==> config.mk <==
export PLATFORM = sky130hd
export DESIGN_NAME = swire_slave
export DESIGN_NICKNAME = d
export VERILOG_FILES = /design/src/design/swire_pkg.sv /design/src/design/swire_slave.sv /design/src/design/crc16_gen.sv /design/src/design/crc8_rom.sv
export SDC_FILE = /design/constraint.sdc
export NUM_CORES = 1
export LEC_CHECK = 0
export BUFFER_PORTS_ARGS = -buffer_cell sky130_fd_sc_hd__buf_2
export CAP_MARGIN = 10
export CELL_PAD_IN_SITES_DETAIL_PLACEMENT = 1
export CELL_PAD_IN_SITES_GLOBAL_PLACEMENT = 1
export CORE_MARGIN = 8
export CORE_UTILIZATION = 57
export DETAILED_ROUTE_END_ITERATION = 7
export PLACE_DENSITY = 0.92
export SYNTH_ARGS = -nofsm -noshare
export SYNTH_HDL_FRONTEND = slang
export SYNTH_SLANG_ARGS = --single-unit
==> constraint.sdc <==
create_clock -name clock_i -period 9.5 [get_ports clock_i]
set_clock_uncertainty 0.1 [all_clocks]
set_input_delay 1.9 -clock clock_i [delete_from_list [all_inputs] [get_ports clock_i]]
set_output_delay 1.9 -clock clock_i [all_outputs]
set_load 0.01 [all_outputs]
==> src/design/swire_pkg.sv <==
// Purpose: Shared constants for the single-wire slave: commands, timing, field layout
// Assumes: 250 MHz clock; all times held in ns and turned into cycle counts here
// Notes: Counts above 4096 cycles, the standard-speed ones and the fast-speed reset, become top-level parameters
package swire_pkg;

	localparam int CLK_NS = 4;
	localparam int CNT_W = 18;

	// Line timing in ns; standard and fast speed
	localparam int STD_RST_LOW_NS = 480000; // reset_low_time, standard
	localparam int OD_RST_LOW_NS = 62000; // reset_low_time, fast speed
	localparam int STD_PDH_NS = 30000; // presence_high_delay
	localparam int STD_PDL_NS = 120000; // presence_low_time
	localparam int STD_SLS_NS = 30000; // slave_sample_window sample point
	localparam int STD_SPD_NS = 45000; // slave_pulldown_time
	localparam int OD_PDH_NS = 3000;
	localparam int OD_PDL_NS = 12000;
	localparam int OD_SLS_NS = 3000;
	localparam int OD_SPD_NS = 4000;

	// Least time: round up, never below one cycle
	function automatic int cyc_up(input int ns);
		int c;
		c = (ns + CLK_NS - 1) / CLK_NS;
		return (c < 1) ? 1 : c;
	endfunction

	// Longest time: round down, never below one cycle
	function automatic int cyc_dn(input int ns);
		int c;
		c = ns / CLK_NS;
		return (c < 1) ? 1 : c;
	endfunction

	localparam int OD_PDH_CYC = cyc_dn(OD_PDH_NS);
	localparam int OD_PDL_CYC = cyc_up(OD_PDL_NS);
	localparam int OD_SLS_CYC = cyc_dn(OD_SLS_NS);
	localparam int OD_SPD_CYC = cyc_up(OD_SPD_NS);

	// Identity-level commands
	localparam logic [7:0] CMD_READ_ID = 8'h33;
	localparam logic [7:0] CMD_SKIP_ID = 8'hcc;
	localparam logic [7:0] CMD_FAST_SKIP = 8'h3c;
	// Memory commands
	localparam logic [7:0] CMD_WRITE_SP = 8'h0f;
	localparam logic [7:0] CMD_READ_SP = 8'haa;
	localparam logic [7:0] CMD_COPY_SP = 8'h55;
	localparam logic [7:0] CMD_READ_MEM_CRC = 8'ha5;

	// Scratchpad and status byte layout
	localparam int SP_DEPTH = 32;
	localparam logic [4:0] SP_LAST = 5'h1f;
	localparam int ES_AA_BIT = 7;
	localparam int ES_PF_BIT = 5;
	localparam logic [2:0] ID_LAST_BYTE = 3'h7;
	localparam logic [2:0] HDR_LAST = 3'h2;

	// CRC polynomials, reflected for lsb-first shifting
	localparam logic [7:0] CRC8_POLY_R = 8'h8c;
	localparam logic [15:0] CRC16_POLY_R = 16'ha001;

	// Identity contents; values are arbitrary
	localparam logic [7:0] ID_FAMILY = 8'h5a;
	localparam logic [47:0] ID_SERIAL = 48'h0123_4567_89ab;

endpackage

==> src/design/swire_slave.sv <==
// Purpose: Slave end of an open-drain single-wire link with slots, presence and CRC
// Assumes: dq_i is already synchronous to clock_i; mem_rdata_i follows mem_addr_o
// Notes: Scratchpad is kept here; copy is signalled outward, not performed
`timescale 1ns/10ps
module swire_slave
	import swire_pkg::*;
#(
	parameter int STD_RST_CYC = cyc_up(STD_RST_LOW_NS),
	parameter int OD_RST_CYC = cyc_up(OD_RST_LOW_NS),
	parameter int STD_PDH_CYC = cyc_dn(STD_PDH_NS),
	parameter int STD_PDL_CYC = cyc_up(STD_PDL_NS),
	parameter int STD_SLS_CYC = cyc_dn(STD_SLS_NS),
	parameter int STD_SPD_CYC = cyc_up(STD_SPD_NS)
)
(
	input wire logic clock_i,
	input wire logic rst_n_i,
	input wire logic ce_i,
	input wire logic dq_i,
	output logic dq_o,
	output logic dq_oe_n_o,
	output logic fast_speed_flag_o,
	output logic [15:0] mem_addr_o,
	input wire logic [7:0] mem_rdata_i,
	output logic copy_strobe_o,
	output logic [15:0] copy_addr_o,
	output logic [4:0] copy_end_o,
	input wire logic [4:0] scratch_raddr_i,
	output logic [7:0] scratch_rdata_o
);

	typedef enum logic [2:0] {L_IDLE, L_SLOT, L_RST_RISE, L_PD_HIGH, L_PD_LOW} link_e;
	typedef enum logic [3:0] {P_ROM_CMD, P_ROM_TX, P_MEM_CMD, P_TA1, P_TA2, P_WS_DATA, P_RS_HDR,
		P_RS_DATA, P_RM_DATA, P_CP_ES, P_CRC_TX, P_WAIT} proto_e;
	typedef enum logic [1:0] {K_WS, K_RS, K_CP, K_RM} kind_e;

	link_e link_q, link_d;
	logic [CNT_W-1:0] cnt_q, cnt_d;
	logic [CNT_W-1:0] t_sls, t_spd, t_pdh, t_pdl, t_rst;
	logic drive_q, drive_d, tx_zero_q, tx_zero_d, bit_q, bit_d, fast_q, fast_d;
	logic [2:0] bit_cnt_q, bit_cnt_d;
	logic [7:0] sh_q, sh_d, tx_byte_q, tx_byte_d, next_tx, cur_byte;
	logic byte_done, pres_done, rst_seen, tx_mode;
	proto_e proto_q, proto_d;
	kind_e kind_q, kind_d;
	logic [2:0] idx_q, idx_d;
	logic [4:0] off_q, off_d, end_q, end_d;
	logic [15:0] ta_q, ta_d, addr_q, addr_d, crc;
	logic aa_q, aa_d, pf_q, pf_d, auth_q, auth_d, copy_q, copy_d;
	logic crc_clr, crc_upd, sp_we;
	logic [7:0] es_byte, rd_q;
	logic [7:0] scratch [SP_DEPTH];
	logic [63:0] ident;
	logic [7:0] id_crc;

	crc8_rom u_id_crc (
		.data_i({ID_SERIAL, ID_FAMILY}),
		.crc_o(id_crc)
	);

	crc16_gen u_crc (
		.clock_i(clock_i),
		.rst_n_i(rst_n_i),
		.ce_i(ce_i),
		.clear_i(crc_clr),
		.upd_i(crc_upd),
		.data_i(sh_q), // Assembled byte, lsb first
		.crc_o(crc)
	);

	// Identity with true CRC in the top byte
	assign ident = {id_crc, ID_SERIAL, ID_FAMILY};
	assign es_byte = {aa_q, 1'b0, pf_q, end_q};
	assign tx_mode = (proto_q == P_ROM_TX) || (proto_q == P_RS_HDR) || (proto_q == P_RS_DATA)
		|| (proto_q == P_RM_DATA) || (proto_q == P_CRC_TX);

	// Timing set follows the speed flag
	always_comb
	begin
		t_sls = fast_q ? CNT_W'(OD_SLS_CYC) : CNT_W'(STD_SLS_CYC);
		t_spd = fast_q ? CNT_W'(OD_SPD_CYC) : CNT_W'(STD_SPD_CYC);
		t_pdh = fast_q ? CNT_W'(OD_PDH_CYC) : CNT_W'(STD_PDH_CYC);
		t_pdl = fast_q ? CNT_W'(OD_PDL_CYC) : CNT_W'(STD_PDL_CYC);
		t_rst = fast_q ? CNT_W'(OD_RST_CYC) : CNT_W'(STD_RST_CYC);
	end

	// Byte to send in the coming slot; memory data is stable long before a slot
	always_comb
	begin
		case (proto_q)
			P_ROM_TX: next_tx = ident[{idx_q, 3'b000} +: 8];
			P_RS_HDR: next_tx = (idx_q == 3'h0) ? ta_q[7:0] : (idx_q == 3'h1) ? ta_q[15:8] : es_byte;
			P_RS_DATA: next_tx = scratch[off_q];
			P_RM_DATA: next_tx = mem_rdata_i;
			P_CRC_TX: next_tx = (idx_q == 3'h0) ? ~crc[7:0] : ~crc[15:8];
			default: next_tx = 8'hff;
		endcase
		cur_byte = (bit_cnt_q == 3'h0) ? next_tx : tx_byte_q;
	end

	// Link timing: slots, reset detection and presence
	always_comb
	begin
		link_d = link_q;
		cnt_d = (cnt_q == {CNT_W{1'b1}}) ? cnt_q : cnt_q + 1'b1;
		drive_d = 1'b0;
		tx_zero_d = tx_zero_q;
		tx_byte_d = tx_byte_q;
		bit_d = bit_q;
		bit_cnt_d = bit_cnt_q;
		sh_d = sh_q;
		fast_d = fast_q;
		byte_done = 1'b0;
		pres_done = 1'b0;
		rst_seen = 1'b0;
		case (link_q)
			L_IDLE:
			begin
				if (!dq_i)
				begin
					link_d = L_SLOT;
					cnt_d = '0;
					tx_byte_d = cur_byte;
					tx_zero_d = tx_mode && !cur_byte[bit_cnt_q];
					drive_d = tx_mode && !cur_byte[bit_cnt_q];
				end
			end
			L_SLOT:
			begin
				drive_d = tx_zero_q && (cnt_d < t_spd);
				if (cnt_q == t_sls)
				begin
					bit_d = dq_i;
					sh_d = {dq_i, sh_q[7:1]};
				end
				if (!drive_q && !dq_i && cnt_q >= t_rst) // Own pull-down excluded, so a read zero cannot be taken for a reset
				begin
					link_d = L_RST_RISE;
					drive_d = 1'b0;
					rst_seen = 1'b1;
					bit_cnt_d = 3'h0;
				end
				else if (dq_i && cnt_q > t_sls && !drive_q)
				begin
					link_d = L_IDLE;
					drive_d = 1'b0;
					bit_cnt_d = bit_cnt_q + 1'b1;
					byte_done = (bit_cnt_q == 3'h7);
				end
			end
			L_RST_RISE:
			begin
				if (dq_i)
				begin
					link_d = L_PD_HIGH;
					cnt_d = '0;
					if (cnt_q >= CNT_W'(STD_RST_CYC))
						fast_d = 1'b0;
				end
			end
			L_PD_HIGH:
			begin
				if (cnt_q == t_pdh)
				begin
					link_d = L_PD_LOW;
					cnt_d = '0;
					drive_d = 1'b1;
				end
			end
			L_PD_LOW:
			begin
				drive_d = 1'b1;
				if (cnt_q == t_pdl)
				begin
					link_d = L_IDLE;
					drive_d = 1'b0;
					pres_done = 1'b1;
				end
			end
			default:
			begin
				link_d = L_IDLE;
			end
		endcase
		if (proto_q == P_ROM_CMD && byte_done && sh_q == CMD_FAST_SKIP)
			fast_d = 1'b1;
	end

	always_ff @(posedge clock_i or negedge rst_n_i)
	begin
		if (!rst_n_i)
		begin
			link_q <= L_IDLE;
			cnt_q <= '0;
			drive_q <= 1'b0;
			tx_zero_q <= 1'b0;
			tx_byte_q <= 8'h00;
			bit_q <= 1'b1;
			bit_cnt_q <= 3'h0;
			sh_q <= 8'h00;
			fast_q <= 1'b0;
		end
		else if (ce_i)
		begin
			link_q <= link_d;
			cnt_q <= cnt_d;
			drive_q <= drive_d;
			tx_zero_q <= tx_zero_d;
			tx_byte_q <= tx_byte_d;
			bit_q <= bit_d;
			bit_cnt_q <= bit_cnt_d;
			sh_q <= sh_d;
			fast_q <= fast_d;
		end
	end

	// Byte-level command sequencing and CRC steering
	always_comb
	begin
		proto_d = proto_q;
		kind_d = kind_q;
		idx_d = idx_q;
		off_d = off_q;
		end_d = end_q;
		ta_d = ta_q;
		addr_d = addr_q;
		aa_d = aa_q;
		pf_d = pf_q;
		auth_d = auth_q;
		copy_d = 1'b0;
		crc_clr = 1'b0;
		crc_upd = 1'b0;
		sp_we = 1'b0;
		if (rst_seen && proto_q == P_WS_DATA && bit_cnt_q != 3'h0)
			pf_d = 1'b1;
		if (pres_done)
			proto_d = P_ROM_CMD;
		else if (byte_done)
		begin
			case (proto_q)
				P_ROM_CMD:
				begin
					idx_d = 3'h0;
					if (sh_q == CMD_SKIP_ID || sh_q == CMD_FAST_SKIP)
						proto_d = P_MEM_CMD;
					else if (sh_q == CMD_READ_ID)
						proto_d = P_ROM_TX;
					else
						proto_d = P_WAIT;
				end
				P_ROM_TX:
				begin
					idx_d = idx_q + 1'b1;
					if (idx_q == ID_LAST_BYTE)
						proto_d = P_MEM_CMD;
				end
				P_MEM_CMD:
				begin
					crc_clr = 1'b1;
					crc_upd = 1'b1;
					idx_d = 3'h0;
					auth_d = 1'b1;
					proto_d = P_TA1;
					case (sh_q)
						CMD_WRITE_SP: kind_d = K_WS;
						CMD_COPY_SP: kind_d = K_CP;
						CMD_READ_MEM_CRC: kind_d = K_RM;
						CMD_READ_SP:
						begin
							kind_d = K_RS;
							proto_d = P_RS_HDR;
						end
						default: proto_d = P_WAIT;
					endcase
				end
				P_TA1:
				begin
					crc_upd = 1'b1;
					proto_d = P_TA2;
					if (kind_q == K_CP)
						auth_d = auth_q && (sh_q == ta_q[7:0]);
					else
						ta_d[7:0] = sh_q;
				end
				P_TA2:
				begin
					crc_upd = 1'b1;
					if (kind_q == K_CP)
					begin
						auth_d = auth_q && (sh_q == ta_q[15:8]);
						proto_d = P_CP_ES;
					end
					else if (kind_q == K_RM)
					begin
						ta_d[15:8] = sh_q;
						addr_d = {sh_q, ta_q[7:0]};
						proto_d = P_RM_DATA;
					end
					else
					begin
						ta_d[15:8] = sh_q;
						off_d = ta_q[4:0];
						aa_d = 1'b0;
						pf_d = 1'b0;
						proto_d = P_WS_DATA;
					end
				end
				P_WS_DATA:
				begin
					crc_upd = 1'b1;
					sp_we = 1'b1;
					end_d = off_q;
					off_d = off_q + 1'b1;
					if (off_q == SP_LAST)
						proto_d = P_CRC_TX;
				end
				P_RS_HDR:
				begin
					crc_upd = 1'b1;
					idx_d = idx_q + 1'b1;
					if (idx_q == HDR_LAST)
					begin
						off_d = ta_q[4:0];
						proto_d = P_RS_DATA;
					end
				end
				P_RS_DATA:
				begin
					crc_upd = 1'b1;
					off_d = off_q + 1'b1;
					idx_d = 3'h0;
					if (off_q == SP_LAST)
						proto_d = P_CRC_TX;
				end
				P_RM_DATA:
				begin
					crc_upd = 1'b1;
					addr_d = addr_q + 1'b1;
					idx_d = 3'h0;
					if (addr_q[4:0] == SP_LAST)
						proto_d = P_CRC_TX;
				end
				P_CP_ES:
				begin
					proto_d = P_WAIT;
					if (auth_q && sh_q == es_byte)
					begin
						aa_d = 1'b1;
						copy_d = 1'b1;
					end
				end
				P_CRC_TX:
				begin
					idx_d = idx_q + 1'b1;
					if (idx_q != 3'h0)
					begin
						proto_d = P_WAIT;
						if (kind_q == K_RM)
						begin
							crc_clr = 1'b1;
							proto_d = P_RM_DATA;
						end
					end
				end
				default:
				begin
					proto_d = P_WAIT;
				end
			endcase
		end
	end

	always_ff @(posedge clock_i or negedge rst_n_i)
	begin
		if (!rst_n_i)
		begin
			proto_q <= P_WAIT;
			kind_q <= K_WS;
			idx_q <= 3'h0;
			off_q <= 5'h00;
			end_q <= 5'h00;
			ta_q <= 16'h0000;
			addr_q <= 16'h0000;
			aa_q <= 1'b0;
			pf_q <= 1'b0;
			auth_q <= 1'b0;
			copy_q <= 1'b0;
		end
		else if (ce_i)
		begin
			proto_q <= proto_d;
			kind_q <= kind_d;
			idx_q <= idx_d;
			off_q <= off_d;
			end_q <= end_d;
			ta_q <= ta_d;
			addr_q <= addr_d;
			aa_q <= aa_d;
			pf_q <= pf_d;
			auth_q <= auth_d;
			copy_q <= copy_d;
		end
	end

	// Scratchpad storage; no reset so it maps onto plain RAM
	always_ff @(posedge clock_i)
	begin
		if (ce_i)
		begin
			if (sp_we)
				scratch[off_q] <= sh_q;
			rd_q <= scratch[scratch_raddr_i];
		end
	end

	assign dq_o = 1'b0;
	assign dq_oe_n_o = !drive_q;
	assign fast_speed_flag_o = fast_q;
	assign mem_addr_o = addr_q;
	assign copy_strobe_o = copy_q;
	assign copy_addr_o = ta_q;
	assign copy_end_o = end_q;
	assign scratch_rdata_o = rd_q;
endmodule // swire_slave

==> src/design/crc16_gen.sv <==
// Purpose: 16-bit CRC accumulator, x^16+x^15+x^2+1, bytes shifted lsb first
// Assumes: clear and update may come together; clear then folds the byte in
// Notes: Output is the true value; the caller inverts before sending
`timescale 1ns/10ps
module crc16_gen
	import swire_pkg::*;
(
	input wire logic clock_i,
	input wire logic rst_n_i,
	input wire logic ce_i,
	input wire logic clear_i,
	input wire logic upd_i,
	input wire logic [7:0] data_i,
	output logic [15:0] crc_o
);

	logic [15:0] crc_q;
	logic [15:0] crc_d;

	// One byte through the reflected generator, lsb first
	function automatic logic [15:0] crc16_byte(input logic [15:0] c, input logic [7:0] b);
		logic [15:0] r;
		r = c;
		for (int i = 0; i < 8; i++)
		begin
			r = (r[0] ^ b[i]) ? ((r >> 1) ^ CRC16_POLY_R) : (r >> 1);
		end
		return r;
	endfunction

	// Clear starts from zero so a command byte lands on a fresh generator
	always_comb
	begin
		crc_d = clear_i ? 16'h0000 : crc_q;
		if (upd_i)
		begin
			crc_d = crc16_byte(crc_d, data_i);
		end
	end

	always_ff @(posedge clock_i or negedge rst_n_i)
	begin
		if (!rst_n_i)
			crc_q <= 16'h0000;
		else if (ce_i)
			crc_q <= crc_d;
	end

	assign crc_o = crc_q;

endmodule // crc16_gen

==> src/design/crc8_rom.sv <==
// Purpose: 8-bit identity CRC, x^8+x^5+x^4+1, over the low 56 identity bits
// Assumes: Input is constant; result folds to a constant in synthesis
// Notes: Bits enter lsb first, the order in which they leave on the line
`timescale 1ns/10ps
module crc8_rom
	import swire_pkg::*;
(
	input wire logic [55:0] data_i,
	output logic [7:0] crc_o
);

	// Reflected shift register walk
	always_comb
	begin
		logic [7:0] r;
		r = 8'h00;
		for (int i = 0; i < 56; i++)
		begin
			r = (r[0] ^ data_i[i]) ? ((r >> 1) ^ CRC8_POLY_R) : (r >> 1);
		end
		crc_o = r;
	end

endmodule // crc8_rom

# Yosys cells after proc, flatten, opt, wreduce, memory -nomap -nowiden

Memories as Yosys holds them, arrays and structs flattened. A register that Yosys moved wholly into a read port is not among the register bits.
Cells that the tools add are included.

Bits in registers: 114
Output and inout port bits: 49
Bits of input ports: 17
Memories: 1
Logic and storage cells: 270
RAM bits: 256
Bits in latches: 0
Bits in read-only memories: 0

Reduce and logical (&&, ||, !) cells: 58
$mul: 0
Equality and inequality tests: 52
$lt $le $gt $ge: 5
Add/subtract/negate cells: 5
Divide/modulo/power cells: 0
Shift-type cells: 1
Muxes and demuxes: 106
Bitwise gates (word level): 21

Memories:

| memory  | words | width | rd ports | clocked after memory_dff | write ports | line              | source |
|---|---|---|---|---|---|---|---|
| scratch | 32    | 8     | 2        | 1                        | 1           | swire_slave.sv:52 | `logic [7:0] scratch [SP_DEPTH];` |

Operators by type and width:

| kind                    | count |
|---|---|
| $mux 16                 | 12 |
| $mux 18                 | 4 |
| $shiftx 64x7->8 const A | 1 |
| $pmux 18 s3             | 1 |
| $mux 1                  | 45 |
| $mux 4                  | 11 |
| $pmux 8 s5              | 1 |
| $pmux 4 s9              | 1 |
| $mux 8                  | 4 |
| $pmux 16 s2             | 1 |
| $eq 8x8->1              | 3 |
| $eq 8x8->1 const B      | 3 |
| $mux 3                  | 8 |
| $not 2->3               | 8 |
| $reduce_and 7->1        | 3 |
| $ne 2x2->1 const B      | 10 |
| $add 18x1->18 const B   | 1 |
| $eq 18x13->1            | 1 |
| $eq 18x15->1            | 1 |
| $eq 18x18->1 const B    | 1 |
| $ge 18x17->1            | 1 |
| $ge 18x17->1 const B    | 1 |
| $gt 18x13->1            | 1 |
| $lt 18x14->1            | 1 |
| 54 further kinds        | 124 |

# Depth between registers and ports, before layout

Gate-level depths: netlist of run 1.

Depth after elaboration: 27
Depth in mapped cells: 16
Mapped depth without buffers: 14

# By module

From an unflattened synthesis of run 1, not the netlist that was laid out.

Cell total of the unflattened synthesis: 1,777
Area, all modules: 22,405.2 um2

Modules (own cells, without submodules):

| module      | cells each | times used | area each (um2) | seq. area each (um2) |
|---|---|---|---|---|
| swire_slave | 1,542      | 1          | 19,565.0        | 10,383.7 |
| crc8_rom    | 134        | 1          | 1,804.2         | 0.0 |
| crc16_gen   | 101        | 1          | 1,036.0         | 400.4 |

# Worst setup path after synthesis of run 1

Ideal clock, no wire load.

Path type: input to register
Start point: input port scratch_raddr_i[0]
End point: register rd_q[0], in the netlist scratch_rdata_o[0], read port of scratch, data pin
Buffers on the path: 2
Arrival time: 4,084 ps
Cell stages on the path: 5
Data required time: 9,140 ps
Library setup time: 260 ps
Setup slack: 5,056 ps
Cell sequence: clkbuf_1 > buf_1 > mux4_2 > mux4_2 > mux2_2

RTL lines:

| item        | line              | source |
|---|---|---|
| from (decl) | swire_slave.sv:28 | `input wire logic [4:0] scratch_raddr_i,` |
| to (decl)   | swire_slave.sv:51 | `logic [7:0] es_byte, rd_q;` |

# Worst setup path in the final report of run 1

Start point: register fast_q, in the netlist fast_speed_flag_o
End point: memory scratch[25][2] (enable)

Cells in the longest elaborated chain, start to end: 12
Elaborated cells on any way between the ends: 19
Classes of those cells: order compare: 2; eq/ne: 1; mux: 13; reduce/logical: 3

RTL lines:

| item                           | line               | source |
|---|---|---|
| from (decl)                    | swire_slave.sv:40  | `logic drive_q, drive_d, tx_zero_q, tx_zero_d, bit_q, bit_d, fast_q, fast_d;` |
| from (signal assigned)         | swire_slave.sv:213 | `fast_q <= fast_d;` |
| $mux 13                        | swire_slave.sv:80  | `t_sls = fast_q ? CNT_W'(OD_SLS_CYC) : CNT_W'(STD_SLS_CYC);` |
| $gt 18x13->1                   | swire_slave.sv:143 | `else if (dq_i && cnt_q > t_sls && !drive_q)` |
| $logic_and 1x1->1 (2 in a row) | swire_slave.sv:143 |  |
| $mux 1                         | swire_slave.sv:143 |  |
| $mux 1                         | swire_slave.sv:136 | `if (!drive_q && !dq_i && cnt_q >= t_rst)` |
| $mux 1                         | swire_slave.sv:116 | `case (link_q)` |
| $mux 1                         | swire_slave.sv:238 | `else if (byte_done)` |
| $mux 1 *                       | swire_slave.sv:236 | `if (pres_done)` |
| $mux 1 *                       | swire_slave.sv:410 | `if (sp_we)` |
| $mux 1 *                       | swire_slave.sv:408 | `if (ce_i)` |
| $mux 1 (not written as such) * | swire_slave.sv:411 | `scratch[off_q] <= sh_q;` |
| to (decl)                      | swire_slave.sv:52  |  |

Every way passes the cells marked *; elsewhere a longest branch is shown, timed or not.

==> metrics.cfg, run 1 <==
[floorplan]
die_area_mm2=0.0417
core_mm2=0.0352
ios=66
die_x_um=204
rows=69
start_util=0.573
die_height_um=204

[run_status]
status=finished, final reports clean

[route]
ant_nets=0
via_per_inst=7.69
avgRoutedWirePerCell_um=35.4
drtPass1Iterations=8
drtIter0Drc=2519
drc=0
via_count=15600
drt_wl_total_um=71700

[cells_and_area]
utilization=0.628
nFillCells=3322
area_delta_synth_final_pct=9.43
multi_input_area_mm2=0.00886
seqCellArea_mm2=0.0108
fin_cells=2025
layout-drive-gt1-share=0.228
nets=1590

[power]
p_leak_nw=8.76
swShare=0.231
clkPwrFrac=0.446
cellPowerDensity_mw_per_mm2=157
power_w=0.00348
switchingPower_w=0.000802
pwr-share-comb=0.040
vdd_drop_max_v=0.000134
p_seq_frac=0.514
intPower_w=0.00267

[worst_hold_path]
hp-start=tx_byte_q[1]$_DFFE_PN0P_
hold_path_class=reg -> reg

[place]
gp_congestion=0.945
dp_cells=1952
dp.final_hpwl_um=45400
port_buffers=64

[synthesis]
ys.warnings.count=0
synth_edf_count=264
synth_cells=1511
synth_seq_area_share=0.534
synth_flop_cell=edfxtp_1
ys_ff_latch=378
async_reset_ff_frac=0.302
syn_area_mm2=0.0202
synth_cell_types=83
syn_nets=1567
syn_area_per_cell_um2=13.4

[grt]
grt_pass1_wl_um=107000
grt_max_degree=77
grt_pass1_vias=15900
grt_usage=0.343
overflow=0
antenna_found_initial=6

[critical_path]
cp.arrival_ps=5420
startpoint=fast_speed_flag_o$_DFFE_PN0P_
start_kind=flop
worstPathRequired_ps=9570
path_max_fanout=17
critical_path_class=reg -> reg
r2r-start=fast_speed_flag_o$_DFFE_PN0P_
cp-end-kind=flop

[clock_tree]
cts.root.buffer_cell=clkbuf_16
cts_inserted_buffers=41
clkLatencyLatePin_ps=550
cts_tree=done
clk_pin_slew_ps=60
post_cts_buffers=0
cts.sinks=378
hold_buffers=0
clock_path_buffers=3
htreeDepth=2
postCtsResizedCells=0

[sta]
report.final.slew_viol_count=0
setup_viol_count_final=0
fmax_mhz=187
hold_viol_final=0
tns_ps=0
max_slew_margin=0.0586
min_period_ps=5350
worst_slew_pin_slew_ps=1400
period_share=0.564
grt_setup_unrepaired=no

[run]
maxCapViolCount=0

power by group through the flow:
stage	Combinational, W	Clock (W)	Sequential [W]
global placement	0.000127	0	0.00182
floorplan	0.000110	0	0.00180
detailed placement	0.000133	0	0.00182
finish	0.000139	0.00155	0.00179
global route	0.000153	0.00160	0.00179
CTS	0.000136	0.00155	0.00179
critical path, stage by stage (launching register included):
cell and delay, ps:
dfrtp_1 770, inv_1 320, ha_1 400, nand4_1 150, a21o_1 220, a2111oi_4 380, o211a_1 460, and3_1 540
nand2_1 640, nor2_1 970
metal layers:
| layer | vias to the layer above | part of all wire | GRT usage |
|---|---|---|---|
| li1 | 5955 | - | - |
| met1 | 7792 | 0.35 | 0.436 |
| met2 | 1429 | 0.46 | 0.530 |
| met3 | 391 | 0.13 | 0.100 |
| met4 | 8 | 0.065 | 0.177 |
| met5 | - | 0.0012 | 0 |
final cells by class:
type / instances / share of cell area
sequential: 378 / 0.488
multi-input combinational: 993 / 0.401
clock buffer: 47 / 0.0484
tap: 461 / 0.0261
timing repair buffer: 88 / 0.0229
clock inverter: 23 / 0.00804
inverter: 32 / 0.00543
antenna: 3 / 0.000340
cell families after synthesis:
family | share of synthesized area
buffers and inverters | 0.0283
AO/OA/AOI/OAI | 0.0947
multiplexers | 0.196
flip-flops | 0.534
XOR/XNOR | 0.0266
other | 0.000186
AND/OR/NAND/NOR | 0.0953
adder cells (fa/ha/maj) | 0.0247
path summary, 6_finish.rpt:
check                                                end  depth (start not counted)  slack [ps]
worst max-delay path            scratch[25][2]$_DFFE_PP_                          9        4150
worst min-delay path            tx_byte_q[1]$_DFFE_PN0P_                          1         420
worst max register to register  scratch[25][2]$_DFFE_PP_                          9        4150
worst min register to register  tx_byte_q[1]$_DFFE_PN0P_                          1         420
max in group asynchronous           off_q[0]$_DFFE_PN0P_                          2        6480
min in group asynchronous           cnt_q[2]$_DFFE_PN0P_                          1        1230
placed cells by master, fill, tap and decap left out, types with 6 or more instances in the layout:
cell type | netlist | final
nor2_1 | 111 | 111
clkinv_1 | 0 | 9
inv_1 | 32 | 32
nor3_1 | 20 | 18
nand3_1 | 42 | 42
buf_2 | 13 | 62
mux2_4 | 8 | 8
nand2_1 | 121 | 121
clkbuf_16 | 0 | 42
o211ai_1 | 6 | 6
a22o_1 | 15 | 15
nand4_1 | 17 | 17
mux4_2 | 144 | 144
o22ai_1 | 13 | 13
xnor2_1 | 36 | 36
edfxtp_1 | 264 | 264
o31ai_1 | 6 | 6
a21o_1 | 6 | 6
o221ai_1 | 7 | 7
buf_4 | 4 | 26
o21ai_0 | 70 | 70
ha_1 | 39 | 39
mux2i_1 | 22 | 22
a41oi_1 | 8 | 8
and2_1 | 6 | 6
xor2_1 | 19 | 19
nor4_1 | 8 | 8
dfrtp_1 | 111 | 108
nor2b_1 | 8 | 8
and3_1 | 17 | 17
nand2b_1 | 9 | 9
a31oi_1 | 14 | 14
a22oi_1 | 27 | 27
a21oi_1 | 63 | 63
mux2_2 | 34 | 34
metrics by stage:
step                hold slack (ps)  setup WS, ps  cell area (µm²)
floorplan                       365          5060            20200
global placement                376          4330            20800
detailed placement              408          4010            20800
CTS                             414          4410            22100
global route                    448          4090            22100
finish                          419          4150            22100
state kept, by name, indices dropped and copies added, names as in the netlist, 3 cells and up:
signal / cells
bit_cnt_q: 3
cnt_q: 18
copy_addr_o: 16
copy_end_o: 5
idx_q: 3
link_q: 3
mem_addr_o: 16
off_q: 5
proto_q: 4
scratch: 256
scratch_rdata_o: 8
sh_q: 8
tx_byte_q: 8
u_crc.crc_o: 16
synthesized netlist by cell type, types with 7 or more instances:
| cell | instances | area share |
|---|---|---|
| edfxtp_1 | 264 | 0.39 |
| mux4_2 | 144 | 0.16 |
| nand2_1 | 121 | 0.022 |
| dfrtp_1 | 111 | 0.14 |
| nor2_1 | 111 | 0.021 |
| o21ai_0 | 70 | 0.017 |
| clkbuf_1 | 69 | 0.013 |
| a21oi_1 | 63 | 0.016 |
| nand3_1 | 42 | 0.010 |
| ha_1 | 39 | 0.024 |
| xnor2_1 | 36 | 0.016 |
| mux2_2 | 34 | 0.019 |
| inv_1 | 32 | 0.0059 |
| a22oi_1 | 27 | 0.010 |
| mux2i_1 | 22 | 0.011 |
| buf_1 | 20 | 0.0037 |
| nor3_1 | 20 | 0.0050 |
| xor2_1 | 19 | 0.0082 |
| and3_1 | 17 | 0.0053 |
| nand4_1 | 17 | 0.0053 |
| a22o_1 | 15 | 0.0065 |
| a31oi_1 | 14 | 0.0043 |
| buf_2 | 13 | 0.0032 |
| o22ai_1 | 13 | 0.0040 |
| nand2b_1 | 9 | 0.0028 |
| a41oi_1 | 8 | 0.0035 |
| mux2_4 | 8 | 0.0059 |
| nor2b_1 | 8 | 0.0025 |
| nor4_1 | 8 | 0.0025 |
| o221ai_1 | 7 | 0.0030 |
(Power assumes the default switching activity.)
==> inputs of run 2 (changes only) <==
ABC_AREA = 1   (was unset)
CORE_UTILIZATION = 44   (was 57)
PLACE_DENSITY = 0.83   (was 0.92)
clock period = 4.9 ns   (was 9.5 ns; I/O delays follow)
==> metrics.cfg, run 2 <==
[synthesis]
ys_ff_latch=378
synth_flop_cell=edfxtp_1
syn_nets=2466
yosysMostFrequentCell=o21ai_0
ys.warnings.count=0
synth_cell_types=60
yosys-top-cells-count=o21ai_0, nor2_1, nand2_1
syn_area_per_cell_um2=8.65
syn_area_mm2=0.0208
async_reset_ff_frac=0.302
synth.area.top_cells=edfxtp_1, dfrtp_1, o21ai_0
synth_largest_area_cell=edfxtp_1
synth_seq_area_share=0.518
synth_cells=2410
synth_edf_count=264
yosysTopAreaCellShare=0.380

[power]
pwr-share-comb=0.261
vdd_drop_max_v=0.000302
cellPowerDensity_mw_per_mm2=417
p_leak_nw=9.20
p_seq_frac=0.390
switchingPower_w=0.00338
intPower_w=0.00627
clkPwrFrac=0.349
swShare=0.350
power_w=0.00966

[critical_path]
crit_path_frequent_cell=inv_1
cp.arrival_ps=4350
slowest_stage=nand4_2
worstPathRequired_ps=5300
path_buf_inv=4
crit_chain=inv_1, ha_1, nand2_1, inv_1, nor2_1, a21oi_1, a21oi_2, nand4_2, inv_1, nor2_1, xor2_1, inv_1, nand3_1, nand3_1, nand3_1, nand2_1, nand2_1
cp-end-kind=flop
start_kind=flop
critical_path_class=reg -> reg
path_delay_family=simple AND/OR/NAND/NOR gates
path_max_fanout=21
slowest_delay_ps=490

[clock_tree]
cts_inserted_buffers=42
clock_path_buffers=3
cts.sinks=378
hold_buffers=0
clkLatencyLatePin_ps=590
cts_tree=done
cts.root.buffer_cell=clkbuf_16
postCtsResizedCells=0
post_cts_buffers=0
htreeDepth=2
clk_pin_slew_ps=60

[cells_and_area]
top_register=scratch
reg_top3=scratch: 256 flops, cnt_q: 18 flops
mostFrequentLayoutCells=o21ai_0, nor2_1, nand2_1
final_common_cell=o21ai_0
seqCellArea_mm2=0.0108
area_delta_synth_final_pct=11.2
layout-drive-gt1-share=0.0905
fin_cells=3060
nets=2476
nFillCells=5465
largest_reg_flops=256
diodes=0
multi_input_area_mm2=0.00885

[route]
avgRoutedWirePerCell_um=25.9
drt_wl_total_um=79300
via_count=19600
drtIter0Drc=2216
drc=0
via_per_inst=6.41
ant_nets=0
drtPass1Iterations=6

[floorplan]
core_mm2=0.0467
die_x_um=234
rows=79
die_area_mm2=0.0546
start_util=0.447
ios=66
die_height_um=234

[grt]
grt_pass1_vias=20200
antenna_found_initial=1
overflow=0
grt_pass1_wl_um=122000
grt_usage=0.288
grt_max_degree=126

[run_status]
status=finished, final reports clean

[place]
gp_congestion=0.938
dp_cells=2983
pre_cts_ws_ps=1070
port_buffers=64
dp.final_hpwl_um=53200

[sta]
setup_viol_count_final=0
hold_slack_ps=391
fmax_mhz=254
period_share=0.805
worst_slew_pin_slew_ps=1140
max_slew_margin=0.236
hold_viol_final=0
min_period_ps=3940
worst_slack_ps=956
grt_setup_unrepaired=no
report.final.slew_viol_count=0
tns_ps=0

[worst_hold_path]
hold_path_class=reg -> reg

[run]
maxCapViolCount=0

==> run 2: cell types whose count changed in the layout (fill, tap and decap cells not counted), moves of 33 or more <==
| cell | change |
|---|---|
| mux4_2 | -144 |
| xnor2_1 | -34 |
| o21ai_0 | +340 |
| o221ai_1 | +44 |
| nand2_1 | +203 |
| inv_1 | +136 |
| o22ai_1 | +64 |
| nand3_1 | +67 |
| nor2_1 | +278 |
| mux2_2 | -33 |
==> run 2: cell type report <==
type | instances | area share
multi-input combinational | 1714 | 0.382
tap | 607 | 0.0328
timing repair buffer | 102 | 0.0274
clock inverter | 20 | 0.0112
clock buffer | 57 | 0.0517
sequential | 378 | 0.465
inverter | 182 | 0.0296
==> run 2: power groups by stage <==
| stage | clock [W] | combinational (W) | sequential (W) |
|---|---|---|---|
| after floorplan | 0 | 0.00166 | 0.00372 |
| after global placement | 0 | 0.00233 | 0.00381 |
| after detailed placement | 0 | 0.00245 | 0.00382 |
| after CTS | 0.00340 | 0.00247 | 0.00376 |
| after global routing | 0.00352 | 0.00274 | 0.00378 |
| final | 0.00337 | 0.00252 | 0.00376 |
==> run 2: worst paths after layout <==
path                       slack (ps)                  from  cells after the start                     endpoint
max                               960  idx_q[0]$_DFFE_PN0P_                     17   u_crc.crc_o[0]$_DFFE_PN0P_
min                               390   drive_q$_DFFE_PN0P_                      2          drive_q$_DFFE_PN0P_
max reg2reg                       960  idx_q[0]$_DFFE_PN0P_                     17   u_crc.crc_o[0]$_DFFE_PN0P_
min reg2reg                       390   drive_q$_DFFE_PN0P_                      2          drive_q$_DFFE_PN0P_
max in group asynchronous        3310               rst_n_i                      2       proto_q[1]$_DFFE_PN1P_
min in group asynchronous         400               rst_n_i                      1  u_crc.crc_o[14]$_DFFE_PN0P_
==> run 2: metrics by stage <==
step           cell area (µm²)   util
6_report                 23200  0.497
5_1_grt                  23200  0.497
4_1_cts                  23200  0.497
2_1_floorplan            20800      -
3_5_place_dp             21700  0.466
3_3_place_gp             21700  0.466
==> run 2: kinds of logic (layout without fill, tap and decap cells) <==
kind of cell / after synthesis / after routing / synth area share
DFF: 378 / 378 / 0.518
adders and majority gates: 39 / 39 / 0.0234
buffers and inverters: 318 / 361 / 0.0583
other: 1 / 1 / 0.000180
xor gates and xnor gates: 31 / 31 / 0.0130
and+or+nand+nor: 929 / 929 / 0.188
muxes: 3 / 3 / 0.00150
AOI/OAI and AO/OA: 711 / 711 / 0.199
==> run 2: layer usage <==
metal  track usage  share of wire  routed length (µm)
met5             0        0.00016                  13
met4         0.134          0.049                3870
met3        0.0486          0.077                6090
met2         0.471           0.47               37400
met1         0.371           0.40               31900
==> run 2: worst register-to-register path: stages, from the launching register on <==
cell,delay [ps]
dfrtp_1,400
inv_1,130
ha_1,230
nand2_1,290
inv_1,360
nor2_1,180
a21oi_1,110
a21oi_2,160
nand4_2,490
inv_1,440
nor2_1,120
xor2_1,360
inv_1,130
nand3_1,130
nand3_1,80
nand3_1,80
nand2_1,50
nand2_1,60
